`src/iab_pkg.sv`:
```
// Constants, field layout and carrier types of the indirect access and bridge control bank
package iab_pkg;

    // ************************************************************
    // Register indices (byte address is four times the index)
    // ************************************************************
    localparam logic [7:0] IDX_IND_CTL  = 8'h40;
    localparam logic [7:0] IDX_IND_OFS  = 8'h41;
    localparam logic [7:0] IDX_IND_VAL  = 8'h42;
    localparam logic [7:0] IDX_BRIDGE   = 8'h4f;
    localparam logic [7:0] IDX_PORT_ACC = 8'h50;

    // ************************************************************
    // Field positions
    // ************************************************************
    localparam int CTL_RD_MODE  = 0;
    localparam int CTL_AUTO     = 1;
    localparam int CTL_PAGE_LO  = 2;
    localparam int CTL_PAGE_HI  = 4;
    localparam int BR_RELOAD    = 1;
    localparam int BR_LANE_LO   = 2;
    localparam int BR_LANE_HI   = 3;
    localparam int BR_STEREO    = 4;
    localparam int BR_CHOICE    = 5;
    localparam int BR_TWO_IN    = 6;
    localparam int BR_CLK_HS    = 7;
    localparam int PA_SEL       = 0;
    localparam int PA_INDEP     = 1;

    // ************************************************************
    // Encodings, reset values and counts
    // ************************************************************
    localparam logic [2:0] PAGE_OFF    = 3'h0;
    localparam logic [2:0] PAGE_RX0    = 3'h1;
    localparam logic [2:0] PAGE_RX1    = 3'h2;
    localparam logic [7:0] BYTE_RST    = 8'h00;
    localparam logic [7:0] OFS_STEP    = 8'h01;
    localparam logic [1:0] STRAP_WAIT  = 2'h2;
    localparam logic [23:0] RD_PAD     = 24'h000000;

    typedef enum logic [1:0] {
        ST_IDLE = 2'b00,
        ST_RESP = 2'b01
    } iab_apb_e;

    // Indirect target port
    typedef struct packed {
        logic [2:0] page;
        logic [7:0] addr;
        logic [7:0] wdata;
        logic       wr;
        logic       rd;
        logic       clr;
    } iab_tgt_s;

    // Bridge controls toward the receiver and video path
    typedef struct packed {
        logic [1:0] clk_hs;
        logic       two_in;
        logic       choice;
        logic       swap;
        logic       stereo;
        logic [1:0] lanes;
        logic       reload;
    } iab_brg_s;

endpackage

```
`src/iab_top.sv`:
```
// Indirect access window and bridge control registers behind an APB slave
// Summary of operation
// - Receiver status clears on read only while read mode is set.
// - Offset write with read mode set sends one read strobe to target.
// - Auto-increment with read mode: read strobe after each value read.
// - Offset register is 8-bit read/write, resets to zero.
// - Writing value register writes that byte to the selected target register.
// - Reading value register returns the selected target register contents.
// - Clock lane bit one means continuous high-speed clock, skip lane init.
// - Clock lane bit resets from the mode strap pin.
// - Independent mode keeps one clock lane bit per serial output port.
// - Two input bit selects dual or single input mode, resets zero.
// - Single input mode: port choice picks input port 0 or 1.
// - Independent mode: port choice one swaps input to output routing.
// - Stereo bit merges alternating line images into alternating pixels.
// - Lane count field selects one to four lanes, resets from strap.
// - Reload bit reloads configuration and restores strapped settings.
// - Reload bit clears itself when the reload has completed.
// - Page code 000 disabled, 001 receiver 0, 010 receiver 1, others reserved.
// - Auto-increment steps offset after access; reads only with read mode.
module iab_top #(
    parameter int ADDR_W = 12
) (
    input  wire logic              SYS_CLK_I,
    input  wire logic              ARST_N_I,
    input  wire logic              CLK_EN_I,
    input  wire logic              PSEL_I,
    input  wire logic              PENABLE_I,
    input  wire logic              PWRITE_I,
    input  wire logic [ADDR_W-1:0] PADDR_I,
    input  wire logic [31:0]       PWDATA_I,
    output logic      [31:0]       PRDATA_O,
    output logic                   PREADY_O,
    output logic                   PSLVERR_O,
    input  wire logic [7:0]        TGT_RDATA_I,
    output iab_pkg::iab_tgt_s      TGT_O,
    input  wire logic              MODE_STRAP_ONE_I,
    input  wire logic [1:0]        LANE_STRAP_I,
    input  wire logic              RELOAD_DONE_I,
    output iab_pkg::iab_brg_s      BRG_O
);

    // ************************************************************
    // Byte address of a register index
    // ************************************************************
    function automatic logic [ADDR_W-1:0] badr(input logic [7:0] idx);
        badr = ADDR_W'({idx, 2'b00});
    endfunction

    // ************************************************************
    // Reset release and pin synchronisers
    // ************************************************************
    logic [1:0]         rst_s_q;
    logic               rst_n;
    logic [3:0]         pin_s1_q;
    logic [3:0]         pin_s2_q;
    logic               done_d1_q;
    logic [1:0]         strap_cnt_q;
    logic               strap_ok_q;

    always_ff @(posedge SYS_CLK_I or negedge ARST_N_I) begin
        if (!ARST_N_I) begin
            rst_s_q <= 2'h0;
        end else if (CLK_EN_I) begin
            rst_s_q <= {rst_s_q[0], 1'b1};
        end
    end

    assign rst_n = rst_s_q[1];

    // Straps and the done pin come from outside the clock domain
    always_ff @(posedge SYS_CLK_I or negedge rst_n) begin
        if (!rst_n) begin
            pin_s1_q  <= 4'h0;
            pin_s2_q  <= 4'h0;
            done_d1_q <= 1'b0;
        end else if (CLK_EN_I) begin
            pin_s1_q  <= {RELOAD_DONE_I, LANE_STRAP_I, MODE_STRAP_ONE_I};
            pin_s2_q  <= pin_s1_q;
            done_d1_q <= pin_s2_q[3];
        end
    end

    logic               strap_hs;
    logic [1:0]         strap_lanes;
    logic               done_rise;
    logic               strap_go;

    assign strap_hs    = pin_s2_q[0];
    assign strap_lanes = pin_s2_q[2:1];
    assign done_rise   = pin_s2_q[3] & ~done_d1_q;
    // Straps are caught once the synchronisers hold settled pin values
    assign strap_go    = (strap_cnt_q == iab_pkg::STRAP_WAIT) & ~strap_ok_q;

    always_ff @(posedge SYS_CLK_I or negedge rst_n) begin
        if (!rst_n) begin
            strap_cnt_q <= 2'h0;
            strap_ok_q  <= 1'b0;
        end else if (CLK_EN_I) begin
            if (strap_cnt_q != iab_pkg::STRAP_WAIT) begin
                strap_cnt_q <= strap_cnt_q + 2'h1;
            end
            if (strap_go) begin
                strap_ok_q <= 1'b1;
            end
        end
    end

    // ************************************************************
    // APB access sequencing
    // ************************************************************
    iab_pkg::iab_apb_e  state_q;
    iab_pkg::iab_apb_e  state_d;
    logic               acc;
    logic               commit;
    logic               wr_c;
    logic               rd_c;

    assign acc     = PSEL_I & PENABLE_I;
    // One wait state: read data is sampled before any side effect fires
    assign state_d = (state_q == iab_pkg::ST_IDLE && acc) ? iab_pkg::ST_RESP
                                                          : iab_pkg::ST_IDLE;
    assign commit  = acc & (state_q == iab_pkg::ST_RESP);
    assign wr_c    = commit & PWRITE_I;
    assign rd_c    = commit & ~PWRITE_I;

    // ************************************************************
    // Address decode
    // ************************************************************
    logic               hit_ctl;
    logic               hit_ofs;
    logic               hit_val;
    logic               hit_brg;
    logic               hit_pa;
    logic               hit_any;

    assign hit_ctl = PADDR_I == badr(iab_pkg::IDX_IND_CTL);
    assign hit_ofs = PADDR_I == badr(iab_pkg::IDX_IND_OFS);
    assign hit_val = PADDR_I == badr(iab_pkg::IDX_IND_VAL);
    assign hit_brg = PADDR_I == badr(iab_pkg::IDX_BRIDGE);
    assign hit_pa  = PADDR_I == badr(iab_pkg::IDX_PORT_ACC);
    assign hit_any = hit_ctl | hit_ofs | hit_val | hit_brg | hit_pa;

    // ************************************************************
    // Indirect window state
    // ************************************************************
    logic [2:0]         page_q;
    logic [7:0]         ofs_q;
    logic [7:0]         wdata_q;
    logic               wr_q;
    logic               rd_q;
    logic               clr_q;
    logic               rd_mode_q;
    logic               auto_q;
    logic               ctl_wr;
    logic               ofs_wr;
    logic               page_on;
    logic               page_dig;
    logic               val_wr;
    logic               val_rd;
    logic               step;

    assign ctl_wr   = wr_c & hit_ctl;
    assign ofs_wr   = wr_c & hit_ofs;
    assign page_on  = page_q != iab_pkg::PAGE_OFF;
    assign page_dig = (page_q == iab_pkg::PAGE_RX0) |
                      (page_q == iab_pkg::PAGE_RX1);
    assign val_wr   = wr_c & hit_val & page_on;
    assign val_rd   = rd_c & hit_val & page_on;
    // Reads step only in read mode so a peek does not move the window
    assign step     = auto_q & (val_wr | (val_rd & rd_mode_q));

    always_ff @(posedge SYS_CLK_I or negedge rst_n) begin
        if (!rst_n) begin
            rd_mode_q <= 1'b0;
            auto_q    <= 1'b0;
            page_q    <= iab_pkg::PAGE_OFF;
        end else if (CLK_EN_I && ctl_wr) begin
            rd_mode_q <= PWDATA_I[iab_pkg::CTL_RD_MODE];
            auto_q    <= PWDATA_I[iab_pkg::CTL_AUTO];
            page_q    <= PWDATA_I[iab_pkg::CTL_PAGE_HI:iab_pkg::CTL_PAGE_LO];
        end
    end

    always_ff @(posedge SYS_CLK_I or negedge rst_n) begin
        if (!rst_n) begin
            ofs_q <= iab_pkg::BYTE_RST;
        end else if (CLK_EN_I) begin
            if (ofs_wr) begin
                ofs_q <= PWDATA_I[7:0];
            end else if (step) begin
                ofs_q <= ofs_q + iab_pkg::OFS_STEP;
            end
        end
    end

    // ************************************************************
    // Indirect target strobes
    // ************************************************************
    logic               rd_strobe;
    logic               clr_strobe;

    assign rd_strobe  = page_on & rd_mode_q & (ofs_wr | (val_rd & auto_q));
    // The clear trails the read by a cycle, after any auto-step, so a
    // target that clears exactly must latch its offset when it is read
    assign clr_strobe = val_rd & rd_mode_q & page_dig;

    // Strobes come out with the offset already stepped; only the read strobe refers to that offset
    always_ff @(posedge SYS_CLK_I or negedge rst_n) begin
        if (!rst_n) begin
            wdata_q <= iab_pkg::BYTE_RST;
            wr_q    <= 1'b0;
            rd_q    <= 1'b0;
            clr_q   <= 1'b0;
        end else if (CLK_EN_I) begin
            if (val_wr) begin
                wdata_q <= PWDATA_I[7:0];
            end
            wr_q  <= val_wr;
            rd_q  <= rd_strobe;
            clr_q <= clr_strobe;
        end
    end

    assign TGT_O = '{page:  page_q,
                     addr:  ofs_q,
                     wdata: wdata_q,
                     wr:    wr_q,
                     rd:    rd_q,
                     clr:   clr_q};

    // ************************************************************
    // Bridge control state
    // ************************************************************
    logic [1:0]         clk_hs_q;
    logic               two_in_q;
    logic               choice_q;
    logic               stereo_q;
    logic [1:0]         lanes_q;
    logic               reload_q;
    logic               pa_sel_q;
    logic               pa_indep_q;
    logic               swap_q;
    logic               restore;
    logic               brg_wr;
    logic               reload_set;
    logic               pa_wr;

    assign restore    = strap_go | done_rise;
    assign brg_wr     = wr_c & hit_brg;
    assign reload_set = brg_wr & PWDATA_I[iab_pkg::BR_RELOAD];
    assign pa_wr      = wr_c & hit_pa;

    always_ff @(posedge SYS_CLK_I or negedge rst_n) begin
        if (!rst_n) begin
            pa_sel_q   <= 1'b0;
            pa_indep_q <= 1'b0;
        end else if (CLK_EN_I && pa_wr) begin
            pa_sel_q   <= PWDATA_I[iab_pkg::PA_SEL];
            pa_indep_q <= PWDATA_I[iab_pkg::PA_INDEP];
        end
    end

    always_ff @(posedge SYS_CLK_I or negedge rst_n) begin
        if (!rst_n) begin
            two_in_q <= 1'b0;
            choice_q <= 1'b0;
            stereo_q <= 1'b0;
        end else if (CLK_EN_I && brg_wr) begin
            two_in_q <= PWDATA_I[iab_pkg::BR_TWO_IN];
            choice_q <= PWDATA_I[iab_pkg::BR_CHOICE];
            stereo_q <= PWDATA_I[iab_pkg::BR_STEREO];
        end
    end

    // Strap restore wins over a software write in the same cycle
    always_ff @(posedge SYS_CLK_I or negedge rst_n) begin
        if (!rst_n) begin
            clk_hs_q <= 2'h0;
            lanes_q  <= 2'h0;
        end else if (CLK_EN_I) begin
            if (restore) begin
                clk_hs_q <= {strap_hs, strap_hs};
                lanes_q  <= strap_lanes;
            end else if (brg_wr) begin
                lanes_q <= PWDATA_I[iab_pkg::BR_LANE_HI:iab_pkg::BR_LANE_LO];
                if (pa_indep_q) begin
                    clk_hs_q[pa_sel_q] <= PWDATA_I[iab_pkg::BR_CLK_HS];
                end else begin
                    clk_hs_q <= {2{PWDATA_I[iab_pkg::BR_CLK_HS]}};
                end
            end
        end
    end

    // A new request in the completion cycle keeps the bit set
    always_ff @(posedge SYS_CLK_I or negedge rst_n) begin
        if (!rst_n) begin
            reload_q <= 1'b0;
        end else if (CLK_EN_I) begin
            if (reload_set) begin
                reload_q <= 1'b1;
            end else if (done_rise) begin
                reload_q <= 1'b0;
            end
        end
    end

    // Swap only means something in independent two by two operation
    always_ff @(posedge SYS_CLK_I or negedge rst_n) begin
        if (!rst_n) begin
            swap_q <= 1'b0;
        end else if (CLK_EN_I) begin
            swap_q <= pa_indep_q & choice_q;
        end
    end

    assign BRG_O = '{clk_hs: clk_hs_q,
                     two_in: two_in_q,
                     choice: choice_q,
                     swap:   swap_q,
                     stereo: stereo_q,
                     lanes:  lanes_q,
                     reload: reload_q};

    // ************************************************************
    // Read data selection
    // ************************************************************
    logic [7:0]         ctl_rd;
    logic [7:0]         brg_rd;
    logic [7:0]         pa_rd;
    logic [7:0]         rdata_w;

    assign ctl_rd = {3'h0, page_q, auto_q, rd_mode_q};
    assign brg_rd = {clk_hs_q[pa_sel_q], two_in_q, choice_q, stereo_q,
                     lanes_q, reload_q, 1'b0};
    assign pa_rd  = {6'h00, pa_indep_q, pa_sel_q};

    assign rdata_w = hit_ctl ? ctl_rd :
                     hit_ofs ? ofs_q :
                     hit_val ? (page_on ? TGT_RDATA_I : iab_pkg::BYTE_RST) :
                     hit_brg ? brg_rd :
                     hit_pa  ? pa_rd :
                               iab_pkg::BYTE_RST;

    // ************************************************************
    // APB answer registers
    // ************************************************************
    logic               resp_d;

    assign resp_d = state_d == iab_pkg::ST_RESP;

    always_ff @(posedge SYS_CLK_I or negedge rst_n) begin
        if (!rst_n) begin
            state_q   <= iab_pkg::ST_IDLE;
            PREADY_O  <= 1'b0;
            PSLVERR_O <= 1'b0;
            PRDATA_O  <= 32'h00000000;
        end else if (CLK_EN_I) begin
            state_q   <= state_d;
            PREADY_O  <= resp_d;
            PSLVERR_O <= resp_d & ~hit_any;
            if (resp_d && !PWRITE_I) begin
                PRDATA_O <= {iab_pkg::RD_PAD, rdata_w};
            end else begin
                PRDATA_O <= 32'h00000000;
            end
        end
    end

endmodule // iab_top
```
`config.mk`:
```
export PLATFORM = sky130hd
export DESIGN_NAME = iab_top
export DESIGN_NICKNAME = d
export VERILOG_FILES = /design/src/iab_pkg.sv /design/src/iab_top.sv
export SDC_FILE = /design/constraint.sdc
export NUM_CORES = 1
export LEC_CHECK = 0
export BUFFER_PORTS_ARGS = -buffer_cell sky130_fd_sc_hd__buf_2
export CAP_MARGIN = 20
export CELL_PAD_IN_SITES_DETAIL_PLACEMENT = 1
export CELL_PAD_IN_SITES_GLOBAL_PLACEMENT = 1
export CORE_MARGIN = 2
export CORE_UTILIZATION = 39
export CTS_CLUSTER_DIAMETER = 100
export DETAILED_ROUTE_END_ITERATION = 10
export GPL_TIMING_DRIVEN = 0
export PLACE_DENSITY_LB_ADDON = 0.1
export REMOVE_ABC_BUFFERS = 1
export SLEW_MARGIN = 0
export SYNTH_ARGS = -nofsm -noshare
export SYNTH_HDL_FRONTEND = slang
export SYNTH_SLANG_ARGS = --single-unit
```
`constraint.sdc`:
```
create_clock -name SYS_CLK_I -period 2.7 [get_ports SYS_CLK_I]
set_input_delay 0.54 -clock SYS_CLK_I [delete_from_list [all_inputs] [get_ports SYS_CLK_I]]
set_output_delay 0.54 -clock SYS_CLK_I [all_outputs]
set_load 0.005 [all_outputs]
```
## Word-level counts from Yosys, hierarchy flattened

Cells that the tools add are included.

| word-level totals | value |
|---|---|
| word-level logic and storage cells | 117 |
| bits of input ports | 62 |
| bits in latches | 0 |
| RAM bits | 0 |
| output and inout bits | 65 |
| memories kept | 0 |
| bits in read-only memories | 0 |
| bits in registers | 85 |

| operators by class | value |
|---|---|
| muxes and demuxes | 22 |
| multiply operators | 0 |
| divide/modulo/power cells | 0 |
| reduce and logical (&&, ||, !) cells | 18 |
| order comparisons | 2 |
| add/subtract/negate cells | 2 |
| bitwise gates (word level) | 35 |
| equal/unequal tests | 11 |
| shift-type cells | 0 |

Operator list:

| kind | count |
|---|---|
| $mux W8 | 8 |
| $eq A12 B9 Y1 const B | 5 |
| $and A1 B1 Y1 | 23 |
| $mux W2 | 6 |
| $reduce_and A2 Y1 | 6 |
| $add A8 B1 Y8 const B | 1 |
| $or A1 B1 Y1 | 8 |
| $logic_and A1 B1 Y1 | 6 |
| $mux W1 | 6 |
| $reduce_bool A2 Y1 | 3 |
| $not A1 Y1 | 4 |
| $eq A3 B1 Y1 const B | 1 |
| $eq A3 B2 Y1 const B | 1 |
| $reduce_bool A3 Y1 | 1 |
| $add A2 B1 Y2 const B | 1 |
| $bwmux W2 | 1 |
| $eq A2 B1 Y1 const B | 1 |
| $eq A2 B2 Y1 const B | 1 |
| $logic_not A2 Y1 | 1 |
| $lt A1 B2 Y1 const B | 1 |
| $ne A2 B2 Y1 const B | 1 |
| $demux W1 S1 | 1 |
| $eq A1 B1 Y1 const B | 1 |
| $ge A1 B1 Y1 const B | 1 |
| $logic_not A1 Y1 | 1 |

## Longest topological paths before layout

| logic depth | value |
|---|---|
| depth in word-level cells | 10 |
| gate-level depth with buffers | 7 |
| gate-level depth less buffers | 7 |

## Least setup slack after synthesis

No wires, ideal clock.

| timing path | value |
|---|---|
| path type | input to register |
| start point | input PADDR_I[10] |
| end point | register ofs_q[7] |
| library setup time | 119 ps |
| path slack | 141 ps |
| buffers on the path | 1 |
| cell stages on the path | 6 |
| arrival | 2441 ps |
| data required time | 2581 ps |
| path through | or4b_4 or4_1 buf_2 or4_4 mux2i_1 o21a_1 |

| between the ends | value |
|---|---|
| word-level cells in the longest chain between the ends | 8 |
| elaborated cells between the ends (all ways) | 13 |
| those cells by class | eq/ne (2); mux (1); bitwise (8); reduce/logical (2) |

Ends and longest elaborated chain:

| what | RTL line | source |
|---|---|---|
| start: declaration | iab_top.sv:30 | `input wire logic [ADDR_W-1:0] PADDR_I,` |
| $eq A12 B9 Y1 | iab_top.sv:139 | `assign hit_val = PADDR_I == badr(iab_pkg::IDX_IND_VAL);` |
| $and A1 B1 Y1 (2 in a row) | iab_top.sv:169 | `assign val_rd = rd_c & hit_val & page_on;` |
| $and A1 B1 Y1 | iab_top.sv:171 | `assign step = auto_q & (val_wr \| (val_rd & rd_mode_q));` |
| $or A1 B1 Y1 | iab_top.sv:171 |  |
| $and A1 B1 Y1 | iab_top.sv:171 |  |
| $reduce_bool A2 Y1 (no line) | - |  |
| $reduce_and A2 Y1 (no line) | - |  |
| end signal: assignment | iab_top.sv:187 | `ofs_q <= iab_pkg::BYTE_RST;` |
| end signal: assignment | iab_top.sv:190 | `ofs_q <= PWDATA_I[7:0];` |
| end signal: assignment | iab_top.sv:192 | `ofs_q <= ofs_q + iab_pkg::OFS_STEP;` |
| end: declaration | iab_top.sv:148 | `logic [7:0] ofs_q;` |

Several ways; a longest one is shown, not always the timed one.
A chain may end at the register's enable or synchronous reset.

## Worst setup path in the final report

| timing path | value |
|---|---|
| start point | input PADDR_I[6] |
| end point | register lanes_q[0] |

| between the ends | value |
|---|---|
| word-level cells in the longest chain between the ends | 4 |

Ends and longest elaborated chain:

| what | RTL line | source |
|---|---|---|
| $eq A12 B9 Y1 | iab_top.sv:140 | `assign hit_brg = PADDR_I == badr(iab_pkg::IDX_BRIDGE);` |
| $and A1 B1 Y1 | iab_top.sv:250 | `assign brg_wr = wr_c & hit_brg;` |
| $reduce_bool A2 Y1 (no line) | - |  |
| $reduce_and A2 Y1 (no line) | - |  |
| end signal: assignment | iab_top.sv:284 | `lanes_q <= strap_lanes;` |
| end signal: assignment | iab_top.sv:286 | `lanes_q <= PWDATA_I[iab_pkg::BR_LANE_HI:iab_pkg::BR_LANE_LO];` |
| end: declaration | iab_top.sv:239 | `logic [1:0] lanes_q;` |

Every way passes these cells.

==> impl_results.html <==
<table>
<tr><th>Metric</th><th>Value</th></tr>
<tr><th colspan="2">Timing</th></tr>
<tr><td>Final number of hold-violating endpoints</td><td>0</td></tr>
<tr><td>TNS Setup</td><td>0 ns</td></tr>
<tr><td>Top achievable clock speed</td><td>roughly 410 MHz</td></tr>
<tr><td>Worst slew margin relative to its limit</td><td>between 40% and 50%</td></tr>
<tr><td>Skew final</td><td>around 0.0077 ns</td></tr>
<tr><td>Period Utilization, post-route</td><td>about 90%</td></tr>
<tr><td>Fin crit period</td><td>~2.5 ns</td></tr>
<tr><td>Transition time at the pin with the least slew margin</td><td>~0.76 ns</td></tr>
<tr><td>RSZ-0062 raised after global routing</td><td>false</td></tr>
<tr><td>Final worst hold slack</td><td>0.327 ns</td></tr>
<tr><td>Final Max Tran Viols</td><td>0</td></tr>
<tr><td>Number of setup violations in the final report</td><td>0</td></tr>
<tr><th colspan="2">Cells and area</th></tr>
<tr><td>Antenna diode instance count</td><td>0</td></tr>
<tr><td>Footprint of the multi-input gates</td><td>between 1000 and 1500 sq um</td></tr>
<tr><td>Filler cell count</td><td>952</td></tr>
<tr><td>Net count reported at finish</td><td>455</td></tr>
<tr><td>Register cell area after layout</td><td>between 1000 and 1500 sq um</td></tr>
<tr><td>Fin cells</td><td>~500</td></tr>
<tr><td>Utilization of the core after routing</td><td>47.5%</td></tr>
<tr><td>Synth-to-Final Area Change</td><td>19.0%</td></tr>
<tr><td>Fraction of layout cells with a size suffix above 1</td><td>between 30% and 40%</td></tr>
<tr><th colspan="2">Route</th></tr>
<tr><td>Count of unresolved DRC violations after routing</td><td>0</td></tr>
<tr><td>Number of nets with antenna violations after routing</td><td>0</td></tr>
<tr><td>Starting DRC count in detailed routing</td><td>178</td></tr>
<tr><td>Vias after detailed routing</td><td>between 2k and 3k</td></tr>
<tr><td>Via-to-Cell Ratio</td><td>roughly 5.4</td></tr>
<tr><td>Routed length per instance</td><td>roughly 19 microns</td></tr>
<tr><td>Routed WL</td><td>between 9000 and 10000 microns</td></tr>
<tr><td>Detailed Routing Iterations Pass 1</td><td>4</td></tr>
<tr><th colspan="2">Synthesis</th></tr>
<tr><td>Primary flip-flop cell chosen by synthesis mapping</td><td>sky130_fd_sc_hd__dfrtp_1</td></tr>
<tr><td>Portion of the post-synthesis area used by sequential elements</td><td>45.5%</td></tr>
<tr><td>Cell variety after synth</td><td>54</td></tr>
<tr><td>Mapped Cells</td><td>323</td></tr>
<tr><td>Post-synth EDFFs</td><td>0</td></tr>
<tr><td>Mean instance size in the synthesized netlist</td><td>approximately 10 sq um</td></tr>
<tr><td>Number of synthesized register bits</td><td>59</td></tr>
<tr><td>Share of flip-flops with an asynchronous set or reset</td><td>100%</td></tr>
<tr><td>Yosys synthesis warning count</td><td>0</td></tr>
<tr><td>Post-synthesis instance area</td><td>approximately 3200 sq um</td></tr>
<tr><th colspan="2">Power</th></tr>
<tr><td>Clock power share</td><td>between 40 and 50%</td></tr>
<tr><td>Max rail drop VDD</td><td>about 0.0003 V</td></tr>
<tr><td>Comb power frac</td><td>about 11%</td></tr>
<tr><td>Leak Pwr</td><td>between 1.5 and 2 nW</td></tr>
<tr><td>Proportion of total power due to net switching</td><td>between 20% and 30%</td></tr>
<tr><td>Internal power contribution</td><td>around 1.7 mW</td></tr>
<tr><td>Fraction of power consumed by sequential logic</td><td>a little over two fifths</td></tr>
<tr><td>Net switching component of the power</td><td>~0.60 mW</td></tr>
<tr><td>Pwr per Cell Area</td><td>slightly below 600 nW/um^2</td></tr>
<tr><th colspan="2">GRT</th></tr>
<tr><td>Number of antenna violations at the first check in global routing</td><td>0</td></tr>
<tr><td>Total GRT Usage</td><td>about a fifth</td></tr>
<tr><td>Wire length of the first global-routing pass</td><td>~14000 microns</td></tr>
<tr><td>Vias in the first global route</td><td>around 2.6k</td></tr>
<tr><td>GRT overflow</td><td>0</td></tr>
<tr><td>Pin count of the biggest net entering global routing</td><td>36</td></tr>
<tr><th colspan="2">Worst setup path</th></tr>
<tr><td>Worst-path fanout max</td><td>12</td></tr>
<tr><td>FF-to-FF path depth</td><td>5</td></tr>
<tr><td>Worst setup slack for register-to-register paths</td><td>roughly 0.50 ns</td></tr>
<tr><td>Capturing element type of the critical path</td><td>register</td></tr>
<tr><td>Beginning of the worst register-to-register path</td><td>PREADY_O</td></tr>
<tr><td>Data arrival time at the worst-slack endpoint</td><td>roughly 2.7 ns</td></tr>
<tr><td>Critical setup path kind</td><td>input pin to register</td></tr>
<tr><td>Critical R2R Capture</td><td>ofs_q[7]</td></tr>
<tr><td>Crit. Startpoint</td><td>PADDR_I[6]</td></tr>
<tr><td>Setup crit start kind</td><td>input pin</td></tr>
<tr><td>Data required time at the worst endpoint</td><td>2.91 ns</td></tr>
<tr><th colspan="2">Floorplan</th></tr>
<tr><td>Site Rows</td><td>33</td></tr>
<tr><td>Initial core utilization</td><td>39.9%</td></tr>
<tr><td>I/O Pins</td><td>around 130</td></tr>
<tr><td>Die area</td><td>approximately 9100 sq um</td></tr>
<tr><td>Floorplan die height</td><td>95.2 microns</td></tr>
<tr><td>Placeable core region</td><td>about 8100 sq um</td></tr>
<tr><td>Horizontal die dimension</td><td>95.2 microns</td></tr>
<tr><th colspan="2">Clocking</th></tr>
<tr><td>CTS Root Buffer Type</td><td>sky130_fd_sc_hd__clkbuf_8</td></tr>
<tr><td>Clock Sink Count</td><td>59</td></tr>
<tr><td>CTS tree</td><td>built</td></tr>
<tr><td>Max H-tree Level</td><td>3</td></tr>
<tr><td>Number of clock buffers inserted by TritonCTS</td><td>9</td></tr>
<tr><td>Maximum clock insertion buffer count</td><td>2</td></tr>
<tr><td>Clock latency on the worst-skew pair</td><td>0.34 ns</td></tr>
<tr><td>Clk slew on worst S/H paths</td><td>~0.080 ns</td></tr>
<tr><th colspan="2">Hold path</th></tr>
<tr><td>Min-delay worst type</td><td>register to async pin</td></tr>
<tr><th colspan="2">Flow run</th></tr>
<tr><td>Number of max-cap violations</td><td>0</td></tr>
<tr><th colspan="2">Placement</th></tr>
<tr><td>Port Buffers</td><td>78</td></tr>
<tr><td>Post-detail-place hpwl</td><td>around 7000 microns</td></tr>
<tr><td>Weighted congestion at the end of routability-driven global placement</td><td>about 0.83</td></tr>
<tr><td>Placed instance count</td><td>~480</td></tr>
<tr><th colspan="2">Run status</th></tr>
<tr><td>Run status</td><td>finished, final reports clean</td></tr>
</table>
-- layout make-up --
cell class / count / area share (%)
well taps: 105 / 3.40
inverters: 19 / 1.88
flip-flops and latches: 59 / 38.2
clock inverters: 7 / 3.21
clock buffers: 9 / 3.21
multi-input cells: 220 / 38.7
repair buffers: 82 / 11.3
-- worst max path at each step --
stage,endpoint,slack [ns],depth (start not counted)
2_1_floorplan,ofs_q[7],0.16,5
3_3_place_gp,lanes_q[0],-1.02,6
3_5_place_dp,lanes_q[0],-1.02,6
4_1_cts,lanes_q[0],0.15,6
5_1_grt,lanes_q[1],0.10,6
6_report,lanes_q[0],0.23,6
-- routing by layer --
metal	vias up	global-route usage, %	share of wire (%)
li1	1271	-	-
met1	1324	27.3	44
met2	76	35.6	49
met3	13	4.43	5.7
met4	0	6.88	1.3
met5	-	0	0
-- stage by stage --
step	worst slack [ns]	power [mW]	instance area (sq um)
finish	0.232	2.29	3860
global route	0.105	2.40	3860
CTS	0.152	2.31	3840
detailed placement	-1.02	1.28	3570
global placement	-1.02	1.27	3550
floorplan	0.162	1.14	3030
-- layout by cell type (no fill, tap or decap), drive strengths merged, types with 9 or more instances in the layout --
| master | count |
|---|---|
| buf | 81 |
| a21oi | 9 |
| dfrtp | 59 |
| clkbuf | 9 |
| mux2 | 26 |
| nand2 | 23 |
| nor3 | 11 |
| nor2 | 10 |
| o21ai | 15 |
| inv | 19 |
| conb | 24 |
-- worst max-delay path: stages --
cell	delay, ns
sky130_fd_sc_hd__buf_2	0.17
sky130_fd_sc_hd__or3_1	0.46
sky130_fd_sc_hd__nor2_1	0.56
sky130_fd_sc_hd__nand2_1	0.46
sky130_fd_sc_hd__o32ai_1	0.41
sky130_fd_sc_hd__a31oi_1	0.07
-- cells by family after synthesis --
kind of cell / count (synthesis) / synth area share, %
simple gates: 89 / 15.0
compound gates: 73 / 16.3
buf+inv: 67 / 11.5
flops: 59 / 45.5
mux: 30 / 10.3
fa+ha+maj: 2 / 0.771
xor+xnor: 2 / 0.540
other cells: 1 / 0.116
-- power groups by stage --
stage          Sequential [mW]  Combinational, mW  Clock (mW)
3_3_place_gp              1.02              0.248           0
5_1_grt                   1.02              0.295        1.08
4_1_cts                   1.01              0.259        1.04
6_report                  1.01              0.256        1.02
3_5_place_dp              1.03              0.254           0
2_1_floorplan             1.01              0.133           0
-- timing repair --
item,CTS,global route
pin swaps,0,1
setup buffers,0,2
resized for setup,3,1
hold buffers,1,0
hold endpoints to repair,2,0
endpoints found under the setup margin,34,4
-- Yosys cell counts (all sizes together), types with 2 or more instances --
cell type / number / area [sq um]
mux2: 26 / 293
buf: 34 / 250
dfrtp: 59 / 1480
o21a: 4 / 30.0
nand3: 7 / 35.0
a21oi: 9 / 45.0
a31oi: 2 / 12.5
a211oi: 3 / 22.5
o311ai: 2 / 17.5
inv: 18 / 67.6
a22oi: 4 / 30.0
ha: 2 / 25.0
o32a: 2 / 20.0
a22o: 2 / 17.5
and3: 2 / 12.5
or2: 3 / 18.8
nand2b: 5 / 31.3
or4: 4 / 33.8
xnor2: 2 / 17.5
nor4b: 2 / 23.8
nand2: 23 / 86.3
nor3: 11 / 55.1
nand4: 6 / 37.5
a221oi: 2 / 17.5
and4: 3 / 26.3
o32ai: 7 / 61.3
a2bb2oi: 2 / 17.5
o2bb2ai: 5 / 43.8
nor2: 10 / 37.5
nor4: 7 / 43.8
clkbuf: 14 / 52.6
o21ai: 15 / 75.1
mux2i: 4 / 40.0
a21o: 3 / 22.5
or3: 3 / 18.8
-- state kept, by name, indices dropped and copies added (netlist names), 2 cells and up --
name and cells:
pin_s2_q 4, PRDATA_O 8, page_q 3, clk_hs_q 2
strap_cnt_q 2, wdata_q 8, rst_s_q 2, ofs_q 8
lanes_q 2, pin_s1_q 4
Power figures use the tool's default switching activity.
